==> src/uart_frame_regs.svh <==
`ifndef UART_FRAME_REGS_SVH
`define UART_FRAME_REGS_SVH

// ****************************************************************
// Register indices; the byte address is four times the index.
// ****************************************************************
`define IDX_POWER_CONTROL   8'h87
`define IDX_SERIAL_CONTROL  8'h98
`define IDX_SERIAL_DATA     8'h99
`define IDX_SLAVE_ADDRESS   8'ha9
`define IDX_SLAVE_ADDR_MASK 8'hb9
`define IDX_TIMER2_CONTROL  8'hc8

// ****************************************************************
// Field positions.
// ****************************************************************
`define SC_BIT7        7
`define SC_SM1         6
`define SC_MP_EN       5
`define SC_RX_EN       4
`define SC_TX_NINTH    3
`define SC_RX_NINTH    2
`define SC_TX_DONE     1
`define SC_RX_DONE     0
`define PC_DOUBLE_BAUD 7
`define PC_ERR_ACCESS  6
`define T2_EXT_FLAG    6
`define T2_RX_SEL      5
`define T2_TX_SEL      4
`define T2_EXT_EN      3
`define T2_CAP_RELOAD  0

// ****************************************************************
// Reset values and timing counts.
// ****************************************************************
`define RST_BYTE        8'h00
`define MODE2_DIV_SLOW  7'h40
`define MODE2_DIV_FAST  7'h20
`define DATA_BITS       4'h8

`endif

==> src/uart_frame_pkg.sv <==
package uart_frame_pkg;

  typedef struct packed {
    logic [7:0] data;
    logic       ninth;
    logic       stop;
  } rx_frame_t;

  typedef enum logic [1:0] {
    RX_IDLE = 2'b00,
    RX_BITS = 2'b01,
    RX_STOP = 2'b10
  } rx_state_t;

  typedef enum logic [1:0] {
    TX_IDLE = 2'b00,
    TX_BITS = 2'b01,
    TX_STOP = 2'b10
  } tx_state_t;

endpackage

==> src/uart_frame_error_addr_match.sv <==
// Implementation choice: the Wishbone slave port.
`timescale 1ns/1ps
`include "uart_frame_regs.svh"

// How it works
// Frame check only modes 1-3, with access select
// Invalid stop bit sets the framing error flag
// Framing error cleared only by software or reset
// With frame check, receive-done at stop bit
// Address recognition follows multiprocessor enable bit
// Receive-done only when address matches given/broadcast
// Mode 1: stop bit acts as ninth bit; without frame check or recognition, ninth bit gets prior frame's stop bit
// Mode 0 ignores multiprocessor enable
// Given address: slave address under mask
// Broadcast: address OR mask, ones must match
// Address and mask registers reset to zero
// Receive baud: timer 1 or timer 2 overflow
// Transmit baud: timer 1 or timer 2 overflow
// Any serial clock select forces timer 2 reload
// Trigger edge only if enabled and not baud
// Receive and transmit run independently, separate rates
// Master sends address matching intended slaves' patterns
// Bit 7 is error flag or mode bit
// Slave address register, eight bits, resets zero
// Only address frames accepted while recognition active

module uart_frame_error_addr_match
  import uart_frame_pkg::*;
(
  input  wire logic        clk_i,
  input  wire logic        rst_i,
  input  wire logic        wb_cyc_i,
  input  wire logic        wb_stb_i,
  input  wire logic        wb_we_i,
  input  wire logic [9:0]  wb_adr_i,
  input  wire logic [3:0]  wb_sel_i,
  input  wire logic [31:0] wb_dat_i,
  output logic      [31:0] wb_dat_o,
  output logic             wb_ack_o,
  input  wire logic        rxd_i,
  output logic             txd_o,
  input  wire logic        timer1_ovf_i,
  input  wire logic        timer2_ovf_i,
  input  wire logic        timer_ext_trigger_pin_i,
  output logic             t2_force_autoreload_o,
  output logic             t2_capture_mode_o,
  output logic             t2_trigger_o
);

  // ****************************************************************
  // Bus decode.
  // ****************************************************************
  function automatic logic hit(input logic [7:0] idx, input logic [7:0] k);
    hit = (idx == k);
  endfunction

  // Bits that are one in care must agree between value and pattern.
  function automatic logic match(input logic [7:0] v, input logic [7:0] pat,
                                 input logic [7:0] care);
    match = (((v ^ pat) & care) == 8'h00);
  endfunction

  logic       req;
  logic       wr;
  logic [7:0] idx;
  logic [7:0] wdat;
  logic [7:0] rd_nxt;

  assign req  = wb_cyc_i & wb_stb_i & ~wb_ack_o;
  assign wr   = req & wb_we_i & wb_sel_i[0];
  assign idx  = wb_adr_i[9:2];
  assign wdat = wb_dat_i[7:0];

  logic wr_sc, wr_pc, wr_t2, wr_data;
  assign wr_sc   = wr & hit(idx, `IDX_SERIAL_CONTROL);
  assign wr_pc   = wr & hit(idx, `IDX_POWER_CONTROL);
  assign wr_t2   = wr & hit(idx, `IDX_TIMER2_CONTROL);
  assign wr_data = wr & hit(idx, `IDX_SERIAL_DATA);

  // ****************************************************************
  // Registers.
  // ****************************************************************
  logic       mode_b0_r, mode_b1_r, mp_en_r, rx_en_r;
  logic       tx_ninth_r, rx_ninth_r, tx_done_r, rx_done_r;
  logic       ferr_r, ferr_access_r, double_baud_r;
  logic [7:0] slave_address_r, slave_address_mask_r, rx_buf_r;
  logic       rx_sel_r, tx_sel_r, ext_en_r, cap_reload_r, ext_flag_r;
  logic       rx_accept, ferr_set, tx_done_set, trig_evt;
  rx_frame_t  frame;

  always_ff @(posedge clk_i) begin
    if (rst_i) begin
      mode_b0_r  <= 1'b0;
      mode_b1_r  <= 1'b0;
      mp_en_r    <= 1'b0;
      rx_en_r    <= 1'b0;
      tx_ninth_r <= 1'b0;
    end else if (wr_sc) begin
      if (!ferr_access_r) mode_b0_r <= wdat[`SC_BIT7];
      mode_b1_r  <= wdat[`SC_SM1];
      mp_en_r    <= wdat[`SC_MP_EN];
      rx_en_r    <= wdat[`SC_RX_EN];
      tx_ninth_r <= wdat[`SC_TX_NINTH];
    end
  end
  // A hardware set in the same cycle as a software clear wins.
  always_ff @(posedge clk_i) begin
    if (rst_i) begin
      ferr_r <= 1'b0;
    end else if (ferr_set) begin
      ferr_r <= 1'b1;
    end else if (wr_sc && ferr_access_r) begin
      ferr_r <= wdat[`SC_BIT7];
    end
  end
  always_ff @(posedge clk_i) begin
    if (rst_i) begin
      rx_done_r  <= 1'b0;
      rx_ninth_r <= 1'b0;
      rx_buf_r   <= `RST_BYTE;
    end else if (rx_accept) begin
      rx_done_r  <= 1'b1;
      rx_ninth_r <= ({mode_b0_r, mode_b1_r} == 2'b01) ? frame.stop : frame.ninth;
      rx_buf_r   <= frame.data;
    end else if (wr_sc) begin
      rx_done_r  <= wdat[`SC_RX_DONE];
      rx_ninth_r <= wdat[`SC_RX_NINTH];
    end
  end
  always_ff @(posedge clk_i) begin
    if (rst_i) begin
      tx_done_r <= 1'b0;
    end else if (tx_done_set) begin
      tx_done_r <= 1'b1;
    end else if (wr_sc) begin
      tx_done_r <= wdat[`SC_TX_DONE];
    end
  end
  always_ff @(posedge clk_i) begin
    if (rst_i) begin
      ferr_access_r <= 1'b0;
      double_baud_r <= 1'b0;
    end else if (wr_pc) begin
      ferr_access_r <= wdat[`PC_ERR_ACCESS];
      double_baud_r <= wdat[`PC_DOUBLE_BAUD];
    end
  end
  always_ff @(posedge clk_i) begin
    if (rst_i) begin
      slave_address_r      <= `RST_BYTE;
      slave_address_mask_r <= `RST_BYTE;
    end else if (wr && hit(idx, `IDX_SLAVE_ADDRESS)) begin
      slave_address_r <= wdat;
    end else if (wr && hit(idx, `IDX_SLAVE_ADDR_MASK)) begin
      slave_address_mask_r <= wdat;
    end
  end
  always_ff @(posedge clk_i) begin
    if (rst_i) begin
      rx_sel_r     <= 1'b0;
      tx_sel_r     <= 1'b0;
      ext_en_r     <= 1'b0;
      cap_reload_r <= 1'b0;
    end else if (wr_t2) begin
      rx_sel_r     <= wdat[`T2_RX_SEL];
      tx_sel_r     <= wdat[`T2_TX_SEL];
      ext_en_r     <= wdat[`T2_EXT_EN];
      cap_reload_r <= wdat[`T2_CAP_RELOAD];
    end
  end
  always_ff @(posedge clk_i) begin
    if (rst_i) begin
      ext_flag_r <= 1'b0;
    end else if (trig_evt) begin
      ext_flag_r <= 1'b1;
    end else if (wr_t2) begin
      ext_flag_r <= wdat[`T2_EXT_FLAG];
    end
  end

  // ****************************************************************
  // Read path and acknowledge.
  // ****************************************************************
  always_comb begin
    rd_nxt = 8'h00;
    case (idx)
      `IDX_SERIAL_CONTROL: begin
        rd_nxt = {ferr_access_r ? ferr_r : mode_b0_r, mode_b1_r, mp_en_r, rx_en_r,
                  tx_ninth_r, rx_ninth_r, tx_done_r, rx_done_r};
      end
      `IDX_SERIAL_DATA:     rd_nxt = rx_buf_r;
      `IDX_POWER_CONTROL:   rd_nxt = {double_baud_r, ferr_access_r, 6'h00};
      `IDX_SLAVE_ADDRESS:   rd_nxt = slave_address_r;
      `IDX_SLAVE_ADDR_MASK: rd_nxt = slave_address_mask_r;
      `IDX_TIMER2_CONTROL: begin
        rd_nxt = {1'b0, ext_flag_r, rx_sel_r, tx_sel_r, ext_en_r, 2'b00, cap_reload_r};
      end
      default: rd_nxt = 8'h00;
    endcase
  end

  always_ff @(posedge clk_i) begin
    if (rst_i) begin
      wb_ack_o <= 1'b0;
      wb_dat_o <= 32'h0000_0000;
    end else begin
      wb_ack_o <= req;
      if (req) begin
        wb_dat_o <= {24'h00_0000, rd_nxt};
      end
    end
  end

  // ****************************************************************
  // Baud sources.
  // ****************************************************************
  logic [1:0] mode;
  logic [6:0] div_r, div_top;
  logic       div_tick_r, rx_tick, tx_tick;

  assign mode    = {mode_b0_r, mode_b1_r};
  assign div_top = double_baud_r ? `MODE2_DIV_FAST : `MODE2_DIV_SLOW;

  always_ff @(posedge clk_i) begin
    if (rst_i) begin
      div_r      <= 7'h00;
      div_tick_r <= 1'b0;
    end else begin
      div_tick_r <= (div_r == div_top - 7'h01);
      div_r      <= (div_r >= div_top - 7'h01) ? 7'h00 : div_r + 7'h01;
    end
  end

  // Outside mode 2 each direction picks its own timer, so the two can run at separate rates.
  assign rx_tick = (mode == 2'b10) ? div_tick_r
                 : (rx_sel_r ? timer2_ovf_i : timer1_ovf_i);
  assign tx_tick = (mode == 2'b10) ? div_tick_r
                 : (tx_sel_r ? timer2_ovf_i : timer1_ovf_i);

  // ****************************************************************
  // Receiver and frame filtering.
  // ****************************************************************
  logic rx_last, rx_stop, ferr_chk, mp_on, rx_ev, addr_bit, addr_ok;

  uart_rx_frame uart_rx_frame_inst (
    .clk_i   (clk_i),     .rst_i  (rst_i),   .enable_i (rx_en_r && (mode != 2'b00)),
    .nine_i  (mode_b0_r), .tick_i (rx_tick), .rxd_i    (rxd_i),
    .frame_o (frame),     .last_o (rx_last), .stop_o   (rx_stop)
  );

  assign ferr_chk = ferr_access_r && (mode != 2'b00);
  assign mp_on    = mp_en_r && (mode != 2'b00);
  assign rx_ev    = (ferr_chk || (mp_on && mode == 2'b01)) ? rx_stop : rx_last;
  assign addr_bit = (mode == 2'b01) ? frame.stop : frame.ninth;
  assign addr_ok  = match(frame.data, slave_address_r, slave_address_mask_r)
                  | match(frame.data, slave_address_r | slave_address_mask_r,
                          slave_address_r | slave_address_mask_r);
  assign rx_accept = rx_ev && (!mp_on || (addr_bit && addr_ok));
  assign ferr_set  = rx_stop && ferr_chk && !frame.stop;

  // ****************************************************************
  // Transmitter.
  // ****************************************************************
  tx_state_t  tx_state_r;
  logic [9:0] tx_shift_r;
  logic [3:0] tx_count_r;

  assign tx_done_set = (tx_state_r == TX_BITS) && tx_tick
                    && (tx_count_r == (mode_b0_r ? `DATA_BITS + 4'h1 : `DATA_BITS));

  always_ff @(posedge clk_i) begin
    if (rst_i) begin
      tx_state_r <= TX_IDLE;
      tx_shift_r <= 10'h3ff;
      tx_count_r <= 4'h0;
      txd_o      <= 1'b1;
    end else begin
      case (tx_state_r)
        TX_IDLE: begin
          if (wr_data && mode != 2'b00) begin
            tx_state_r <= TX_BITS;
            tx_shift_r <= {1'b1, tx_ninth_r | ~mode_b0_r, wdat};
            tx_count_r <= 4'h0;
          end
        end
        TX_BITS: begin
          if (tx_tick) begin
            if (tx_count_r == 4'h0) begin
              txd_o <= 1'b0;
            end else begin
              txd_o      <= tx_shift_r[0];
              tx_shift_r <= {1'b1, tx_shift_r[9:1]};
            end
            tx_count_r <= tx_count_r + 4'h1;
            if (tx_done_set) begin
              tx_state_r <= TX_STOP;
            end
          end
        end
        TX_STOP: begin
          if (tx_tick) begin
            txd_o      <= 1'b1;
            tx_state_r <= TX_IDLE;
          end
        end
        default: tx_state_r <= TX_IDLE;
      endcase
    end
  end

  // ****************************************************************
  // Timer 2 steering.
  // ****************************************************************
  logic trig_d_r;
  logic force_rl;

  assign force_rl = rx_sel_r | tx_sel_r;
  assign trig_evt = trig_d_r && !timer_ext_trigger_pin_i && ext_en_r && !force_rl;

  always_ff @(posedge clk_i) begin
    if (rst_i) begin
      trig_d_r              <= 1'b1;
      t2_trigger_o          <= 1'b0;
      t2_force_autoreload_o <= 1'b0;
      t2_capture_mode_o     <= 1'b0;
    end else begin
      trig_d_r              <= timer_ext_trigger_pin_i;
      t2_trigger_o          <= trig_evt;
      t2_force_autoreload_o <= force_rl;
      t2_capture_mode_o     <= cap_reload_r && !force_rl;
    end
  end
endmodule

==> src/uart_rx_frame.sv <==
`timescale 1ns/1ps
`include "uart_frame_regs.svh"

module uart_rx_frame
  import uart_frame_pkg::*;
(
  input  wire logic      clk_i,
  input  wire logic      rst_i,
  input  wire logic      enable_i,
  input  wire logic      nine_i,
  input  wire logic      tick_i,
  input  wire logic      rxd_i,
  output rx_frame_t      frame_o,
  output logic           last_o,
  output logic           stop_o
);

  rx_state_t  state_r;
  logic [3:0] count_r;
  logic [8:0] shift_r;
  logic [3:0] nbits;

  assign nbits = nine_i ? `DATA_BITS + 4'h1 : `DATA_BITS;

  always_ff @(posedge clk_i) begin
    if (rst_i) begin
      state_r <= RX_IDLE;
      count_r <= 4'h0;
      shift_r <= 9'h000;
      last_o  <= 1'b0;
      stop_o  <= 1'b0;
      frame_o <= '0;
    end else begin
      last_o <= 1'b0;
      stop_o <= 1'b0;
      case (state_r)
        RX_IDLE: begin
          if (enable_i && tick_i && !rxd_i) begin
            state_r <= RX_BITS;
            count_r <= 4'h0;
          end
        end
        RX_BITS: begin
          if (tick_i) begin
            shift_r <= {rxd_i, shift_r[8:1]};
            count_r <= count_r + 4'h1;
            if (count_r == nbits - 4'h1) begin
              state_r       <= RX_STOP;
              last_o        <= 1'b1;
              frame_o.data  <= nine_i ? shift_r[8:1] : {rxd_i, shift_r[8:2]};
              frame_o.ninth <= nine_i ? rxd_i : 1'b0;
            end
          end
        end
        RX_STOP: begin
          if (tick_i) begin
            state_r      <= RX_IDLE;
            stop_o       <= 1'b1;
            frame_o.stop <= rxd_i;
          end
        end
        default: state_r <= RX_IDLE;
      endcase
    end
  end

endmodule
==> config.mk <==
export PLATFORM = sky130hd
export DESIGN_NAME = uart_frame_error_addr_match
export DESIGN_NICKNAME = d
export VERILOG_FILES = /design/src/uart_frame_pkg.sv /design/src/uart_frame_error_addr_match.sv /design/src/uart_rx_frame.sv
export VERILOG_INCLUDE_DIRS = /design/src
export SDC_FILE = /design/constraint.sdc
export NUM_CORES = 1
export LEC_CHECK = 0
export BUFFER_PORTS_ARGS = -buffer_cell sky130_fd_sc_hd__buf_2
export CORE_MARGIN = 5
export CORE_UTILIZATION = 35
export CTS_CLUSTER_SIZE = 40
export DETAILED_ROUTE_END_ITERATION = 6
export GPL_TIMING_DRIVEN = 1
export HOLD_SLACK_MARGIN = 0.15
export PLACE_DENSITY = 0.55
export SYNTH_ARGS = -nofsm -noshare
export SYNTH_HDL_FRONTEND = slang
export SYNTH_SLANG_ARGS = --single-unit
==> constraint.sdc <==
create_clock -name clk_i -period 2.1 [get_ports clk_i]
set_input_delay 0.42 -clock clk_i [delete_from_list [all_inputs] [get_ports clk_i]]
set_output_delay 0.42 -clock clk_i [all_outputs]
set_load 0.01 [all_outputs]
=== Yosys cells after proc, flatten, opt, wreduce, memory -nomap -nowiden ===
Cells that the tools add are included.

* Mux-type cells: 48
* Bitwise operators: 23
* Add/subtract/negate cells: 5
* Reductions and logical operators: 54
* $lt $le $gt $ge: 1
* Equality and inequality tests: 24

{| class="wikitable"
|+ Operators by type and width
! cell !! number
|-
| $eq A8 B8 Y1 const B || 6
|-
| $pmux W8 S6 || 1
|-
| $mux W10 || 3
|-
| $mux W1 || 24
|-
| $logic_and A1 B1 Y1 || 20
|-
| $pmux W10 S2 || 1
|-
| $and A8 B8 Y8 || 2
|-
| $logic_not A8 Y1 || 2
|-
| $mux W2 || 8
|-
| $mux W4 || 4
|-
| $pmux W4 S2 || 2
|-
| $reduce_bool A2 Y1 || 8
|-
| $xor A8 B8 Y8 || 2
|-
| $pmux W2 S3 || 2
|-
| $reduce_and A3 Y1 || 4
|-
| $reduce_and A4 Y1 || 3
|-
| $ne A2 B2 Y1 const B || 5
|-
| $add A4 B1 Y4 const B || 2
|-
| $and A1 B1 Y1 || 8
|-
| $eq A4 B4 Y1 || 2
|-
| $mux W8 || 1
|-
| $ne A2 B1 Y1 const B || 4
|-
| $or A8 B8 Y8 || 1
|-
| $reduce_and A2 Y1 || 4
|-
| 17 further kinds || 36
|}

* Bits of input ports: 55
* Register bits after elaboration: 105
* Output and inout port bits: 37

=== Logic depth before layout (Yosys ltp) ===
* Word-level depth: 9
* Gate-level depth with buffers: 7

=== By module ===
From an unflattened synthesis, not the netlist that was laid out.

* Cell total of the unflattened synthesis: 564
* Area total of the unflattened synthesis: 5193.7 sq um

{| class="wikitable"
|+ Modules (own cells, without submodules)
! module !! cells an instance !! times used !! area an instance (sq um) !! sequential area each (sq um)
|-
| uart_frame_error_addr_match || 443 || 1 || 4042.6 || 1541.5
|-
| uart_rx_frame || 121 || 1 || 1151.1 || 520.5
|}

=== Least setup slack after synthesis ===
No wires, ideal clock.

* Path kind: input-to-reg
* From: input port wb_adr_i[3]
* To: register rx_ninth_r
* Setup time: 123 ps
* Setup slack: -43 ps
* Path buffers: 0
* Cell stages on the path: 5
* Data required time: 1977 ps
* Arrival time: 2020 ps
* Path through: or4b_4 nor4_4 mux2i_1 nor2_1 mux2_1

* Cells in the longest elaborated chain, start to end: 3

{| class="wikitable"
|+ Ends and longest elaborated chain
! element !! line !! text
|-
| start: declaration || uart_frame_error_addr_match.sv:35 || <nowiki>input wire logic [9:0] wb_adr_i,</nowiki>
|-
| $eq A8 B8 Y1 || uart_frame_error_addr_match.sv:54 || <nowiki>hit = (idx == k);</nowiki>
|-
| $and A1 B1 Y1 || uart_frame_error_addr_match.sv:75 || <nowiki>assign wr_sc = wr & hit(idx, `IDX_SERIAL_CONTROL);</nowiki>
|-
| $reduce_bool A2 Y1 (no line) || -- ||
|-
| end signal: assignment || uart_frame_error_addr_match.sv:123 || <nowiki>rx_ninth_r <= ({mode_b0_r, mode_b1_r} == 2'b01) ? frame.stop : frame.ninth;</nowiki>
|-
| end signal: assignment || uart_frame_error_addr_match.sv:127 || <nowiki>rx_ninth_r <= wdat[`SC_RX_NINTH];</nowiki>
|-
| end: declaration || uart_frame_error_addr_match.sv:84 || <nowiki>logic tx_ninth_r, rx_ninth_r, tx_done_r, rx_done_r;</nowiki>
|}

Every way passes these cells.
A chain may end at the register's enable or synchronous reset.

=== Worst setup path in the final report ===
* From: register mode_b1_r
* To: register rx_done_r

* Cells in the longest elaborated chain, start to end: 7
* Elaborated cells between the ends (all ways): 14
* Those cells by class: eq/ne (1); mux (3); reduce/logical (10)

{| class="wikitable"
|+ Ends and longest elaborated chain
! element !! line !! text
|-
| start: declaration || uart_frame_error_addr_match.sv:83 || <nowiki>logic mode_b0_r, mode_b1_r, mp_en_r, rx_en_r;</nowiki>
|-
| start signal: assignment || uart_frame_error_addr_match.sv:100 || <nowiki>mode_b1_r <= wdat[`SC_SM1];</nowiki>
|-
| $reduce_bool A2 Y1 || uart_frame_error_addr_match.sv:251, uart_frame_error_addr_match.sv:252 ||
|-
| $logic_and A1 B1 Y1 || uart_frame_error_addr_match.sv:252 || <nowiki>assign mp_on = mp_en_r && (mode != 2'b00);</nowiki>
|-
| $logic_and A1 B1 Y1 || uart_frame_error_addr_match.sv:253 || <nowiki>assign rx_ev = (ferr_chk || (mp_on && mode == 2'b01)) ? rx_stop : rx_last;</nowiki>
|-
| $logic_or A1 B1 Y1 || uart_frame_error_addr_match.sv:253 ||
|-
| $mux W1 || uart_frame_error_addr_match.sv:253 ||
|-
| $logic_and A1 B1 Y1 * || uart_frame_error_addr_match.sv:258 || <nowiki>assign rx_accept = rx_ev && (!mp_on || (addr_bit && addr_ok));</nowiki>
|-
| $mux W1 / $reduce_bool A2 Y1 (equally long branches) || -- ||
|-
| end signal: assignment || uart_frame_error_addr_match.sv:126 || <nowiki>rx_done_r <= wdat[`SC_RX_DONE];</nowiki>
|-
| end: declaration || uart_frame_error_addr_match.sv:84 ||
|}

Every way passes the cells marked *; elsewhere a longest branch is shown, timed or not.

==> flow_metrics.py <==
metrics = {
    "status": {
        "status": "finished, final reports clean",
    },
    "sta": {
        "worst_pin_slew_ns": 0.532,
        "post-route-min-period_ns": 1.90,
        "fin_worst_skew_ns": 0.00683,
        "drv_slew": 0,
        "rsz0062_at_grt": "false",
        "finalSetupViolCount": 0,
        "hold_violations": 0,
        "slew_headroom_pct": 64.5,
        "timing.final.crit_share_pct": 90.6,
        "fmax_mhz": 525,
    },
    "global_routing": {
        "grt_antenna_before_repair": 0,
        "grt_pass1_wl_um": 20600,
        "overflow": 0,
        "grt.total_usage_pct": 15.6,
        "grt_pass1_vias": 3889,
        "grt_max_degree": 45,
    },
    "pwr": {
        "sw_frac_of_total_pct": 23.0,
        "powerDensity_nw_per_um2": 676,
        "leakagePower_uw": 0.00227,
        "switchingPower_uw": 919,
        "pwr-share-comb_pct": 5.2,
        "p_total_uw": 4000,
        "pwr-share-clk_pct": 45.6,
        "p_int_uw": 3090,
        "power_frac_seq_pct": 49.1,
        "peakVddDrop_v": 0.000434,
    },
    "hold_path": {
        "hold_path_class": "in2reg",
        "whs_path_depth": 2,
        "hold_path_end": "trig_d_r",
        "holdCritStartpoint": "timer_ext_trigger_pin_i",
    },
    "synthesis": {
        "avgSynthCellArea_um2": 9.00,
        "synth-compound-area-share_pct": 13.0,
        "synth-edff-count": 0,
        "synth_fa_ha_area_share_pct": 1.22,
        "ys_top_cells_by_count": "103 x dfxtp_1, 83 x nor2_1, 80 x mux2i_1",
        "yosys.area.top_type_share_pct": 40.3,
        "synth.distinct_cells": 59,
        "synth_area_um2": 5110,
        "synth_top_family_by_area": "simple AND/OR/NAND/NOR gates",
        "synthArstFlopShare_pct": 0,
        "netlist.top_cell.by_area": "dfxtp_1",
        "yosysMostFrequentCell": "dfxtp_1",
        "synth_cells": 568,
        "synth-main-ff-cell": "dfxtp_1",
        "synth_seq_area_share_pct": 40.3,
        "synth-seq-cells": 103,
        "synthSimpleGateAreaFrac_pct": 19.5,
        "yosys-top-cells-area": "dfxtp_1 40%, mux2i_1 16%, nor2_1 6.1%, buf_4 3.5%, nand2_1 2.4%",
        "synthXorXnorAreaFrac_pct": 2.74,
        "ys_warn_count": 0,
        "muxShareOfSynthArea_pct": 16.5,
    },
    "critical_path": {
        "cp-start-kind": "flip-flop",
        "required_ns": 2.35,
        "reg2reg_depth": 6,
        "slowest_delay_ns": 0.48,
        "critPathKind": "reg2reg",
        "ff2ff_setup_slack_ns": 0.20,
        "end_kind": "flip-flop",
        "r2r_start": "mode_b1_r",
        "crit_chain": "nor2b_1 > mux2i_1 > a22oi_1 > o22a_1 > buf_4 > o21a_1",
        "cpMaxStageDelayCell": "dfxtp_1",
        "path_max_fanout": 9,
        "worstPathArrival_ns": 2.15,
        "r2r-end": "rx_done_r",
    },
    "clock_network": {
        "clkSlewWorstSetupHoldPaths_ns": 0.07,
        "cts_sinks": 103,
        "cts_hold_buf": 0,
        "insertion_delay_ns": 0.35,
        "htree_levels": 3,
        "cts_tree": "yes",
        "cts_setup_buffers": 0,
        "cts_buffer_depth": 2,
        "root_buffer": "clkbuf_16",
        "cts_buffers": 9,
    },
    "placed_design": {
        "gp_congestion": 0.867,
        "dp.cells": 795,
        "dpl.hpwl_um": 9730,
        "port_buffers": 38,
    },
    "die": {
        "start_util_pct": 35.5,
        "num_rows": 44,
        "core_um2": 14400,
        "io_pins": 92,
        "die-area_um2": 17100,
        "fp.dieW_um": 131,
        "fp.dieH_um": 131,
    },
    "layout": {
        "nets": 682,
        "post-route-util_pct": 41.0,
        "stdcell_count": 811,
        "drive_gt1_share_pct": 16.7,
        "num_antenna_cells": 0,
        "syn_to_final_growth_pct": 15.8,
    },
    "route": {
        "viasPerCell": 5.06,
        "wl_per_cell_um": 16.0,
        "remaining_drc_errors": 0,
        "firstDrtPassIters": 4,
        "detail-route-antenna-nets": 0,
        "vias": 4102,
        "drtIter0Drc": 271,
        "wl_um": 13000,
    },
    "flow_run": {
        "cap_violations": 0,
    },
}
==> layout by cell type, fill, tap and decap left out, drive strengths merged, types with 3 or more instances in the layout <==
cell and instances:
a21oi 19, mux2 4, nor4 5, buf 71, a22o 6, a22oi 6
nor4b 4, or2 5, nor2 83, clkbuf 10, nand3 11, and3 3
nand4 5, nor3 10, mux2i 80, o21ai 24, and3b 3, conb 24
ha 5, o21bai 3, o211ai 10, xor2 13, dfxtp 103, nor2b 4
or3 4, xnor2 3, nand2b 8, nor3b 3, inv 14, and2 5
a211oi 8, nand2 33, nand3b 5, a31oi 3
==> per-layer routing <==
layer | up-vias | global-route usage (%) | routed length [µm]
li1 | 2061 | - | -
met1 | 1924 | 21.3 | 6240
met2 | 98 | 23.4 | 5700
met3 | 19 | 3.13 | 668
met4 | 0 | 8.17 | 378
met5 | - | 0 | 0
==> critical path: cells and delay by family (launching register included) <==
| family | cells | cell delay [ns] |
|---|---|---|
| compound gates | 3 | 0.58 |
| buf+inv | 1 | 0.21 |
| flops | 1 | 0.48 |
| mux | 1 | 0.33 |
| simple gates | 1 | 0.21 |
==> state kept, by name, indices dropped and copies added, names as in the netlist, 2 cells and up <==
name	cells
uart_rx_frame_inst.state_r	2
div_r	7
uart_rx_frame_inst.frame_o	10
tx_state_r	2
uart_rx_frame_inst.count_r	4
tx_shift_r	9
uart_rx_frame_inst.shift_r	8
slave_address_r	8
wb_dat_o	8
rx_buf_r	8
tx_count_r	4
slave_address_mask_r	8
==> through the flow <==
step / setup slack [ns] / TNS [ns] / hold slack (ns) / instance area [µm²]
finish: 0.197 / 0 / 0.276 / 5920
floorplan: -0.0434 / -0.0705 / 0.430 / 5200
global placement: -0.0665 / -0.117 / 0.447 / 5600
CTS: 0.0608 / 0 / 0.258 / 5920
global route: 0.0623 / 0 / 0.274 / 5920
detailed placement: -0.0824 / -0.270 / 0.450 / 5600
==> worst max path at each step <==
stage / start / to / slack, ns / depth (start not counted)
floorplan: wb_adr_i[3] / rx_ninth_r / -0.04 / 5
finish: mode_b1_r / rx_done_r / 0.20 / 6
global route: mode_b0_r / uart_rx_frame_inst.frame_o[3] / 0.06 / 6
global placement: wb_adr_i[5] / ferr_access_r / -0.07 / 6
CTS: mode_b0_r / uart_rx_frame_inst.frame_o[8] / 0.06 / 6
detailed placement: wb_adr_i[5] / double_baud_r / -0.08 / 6
==> power groups by stage <==
stage          combinational [µW]  sequential [µW]  clock, µW
2_1_floorplan                 140             2010          0
3_3_place_gp                  205             2010          0
3_5_place_dp                  208             2010          0
4_1_cts                       208             1970       1880
5_1_grt                       229             1970       1960
6_report                      209             1970       1830
==> cells by family after synthesis <==
| group | after synthesis |
|---|---|
| buffers and inverters | 64 |
| multiplexers | 84 |
| other | 1 |
| flip-flops | 103 |
| XOR/XNOR | 16 |
| adder cells (fa/ha/maj) | 5 |
| AND/OR/NAND/NOR | 197 |
| AO/OA/AOI/OAI | 98 |
==> what timing repair did <==
action | 4_1_cts | 5_1_grt
hold endpoints to repair | 0 | 0
setup endpoints to repair | 0 | 16
resized for setup | 0 | 1
==> area by class of cell <==
type	count	area [µm²]
Sequential cell	103	2060
Timing Repair Buffer	71	450
Multi-Input combinational cell	424	2810
Fill cell	1440	8500
Clock inverter	6	92.6
Inverter	13	48.8
Clock buffer	10	229
Tap cell	184	230
Power figures use the tool's default switching activity.
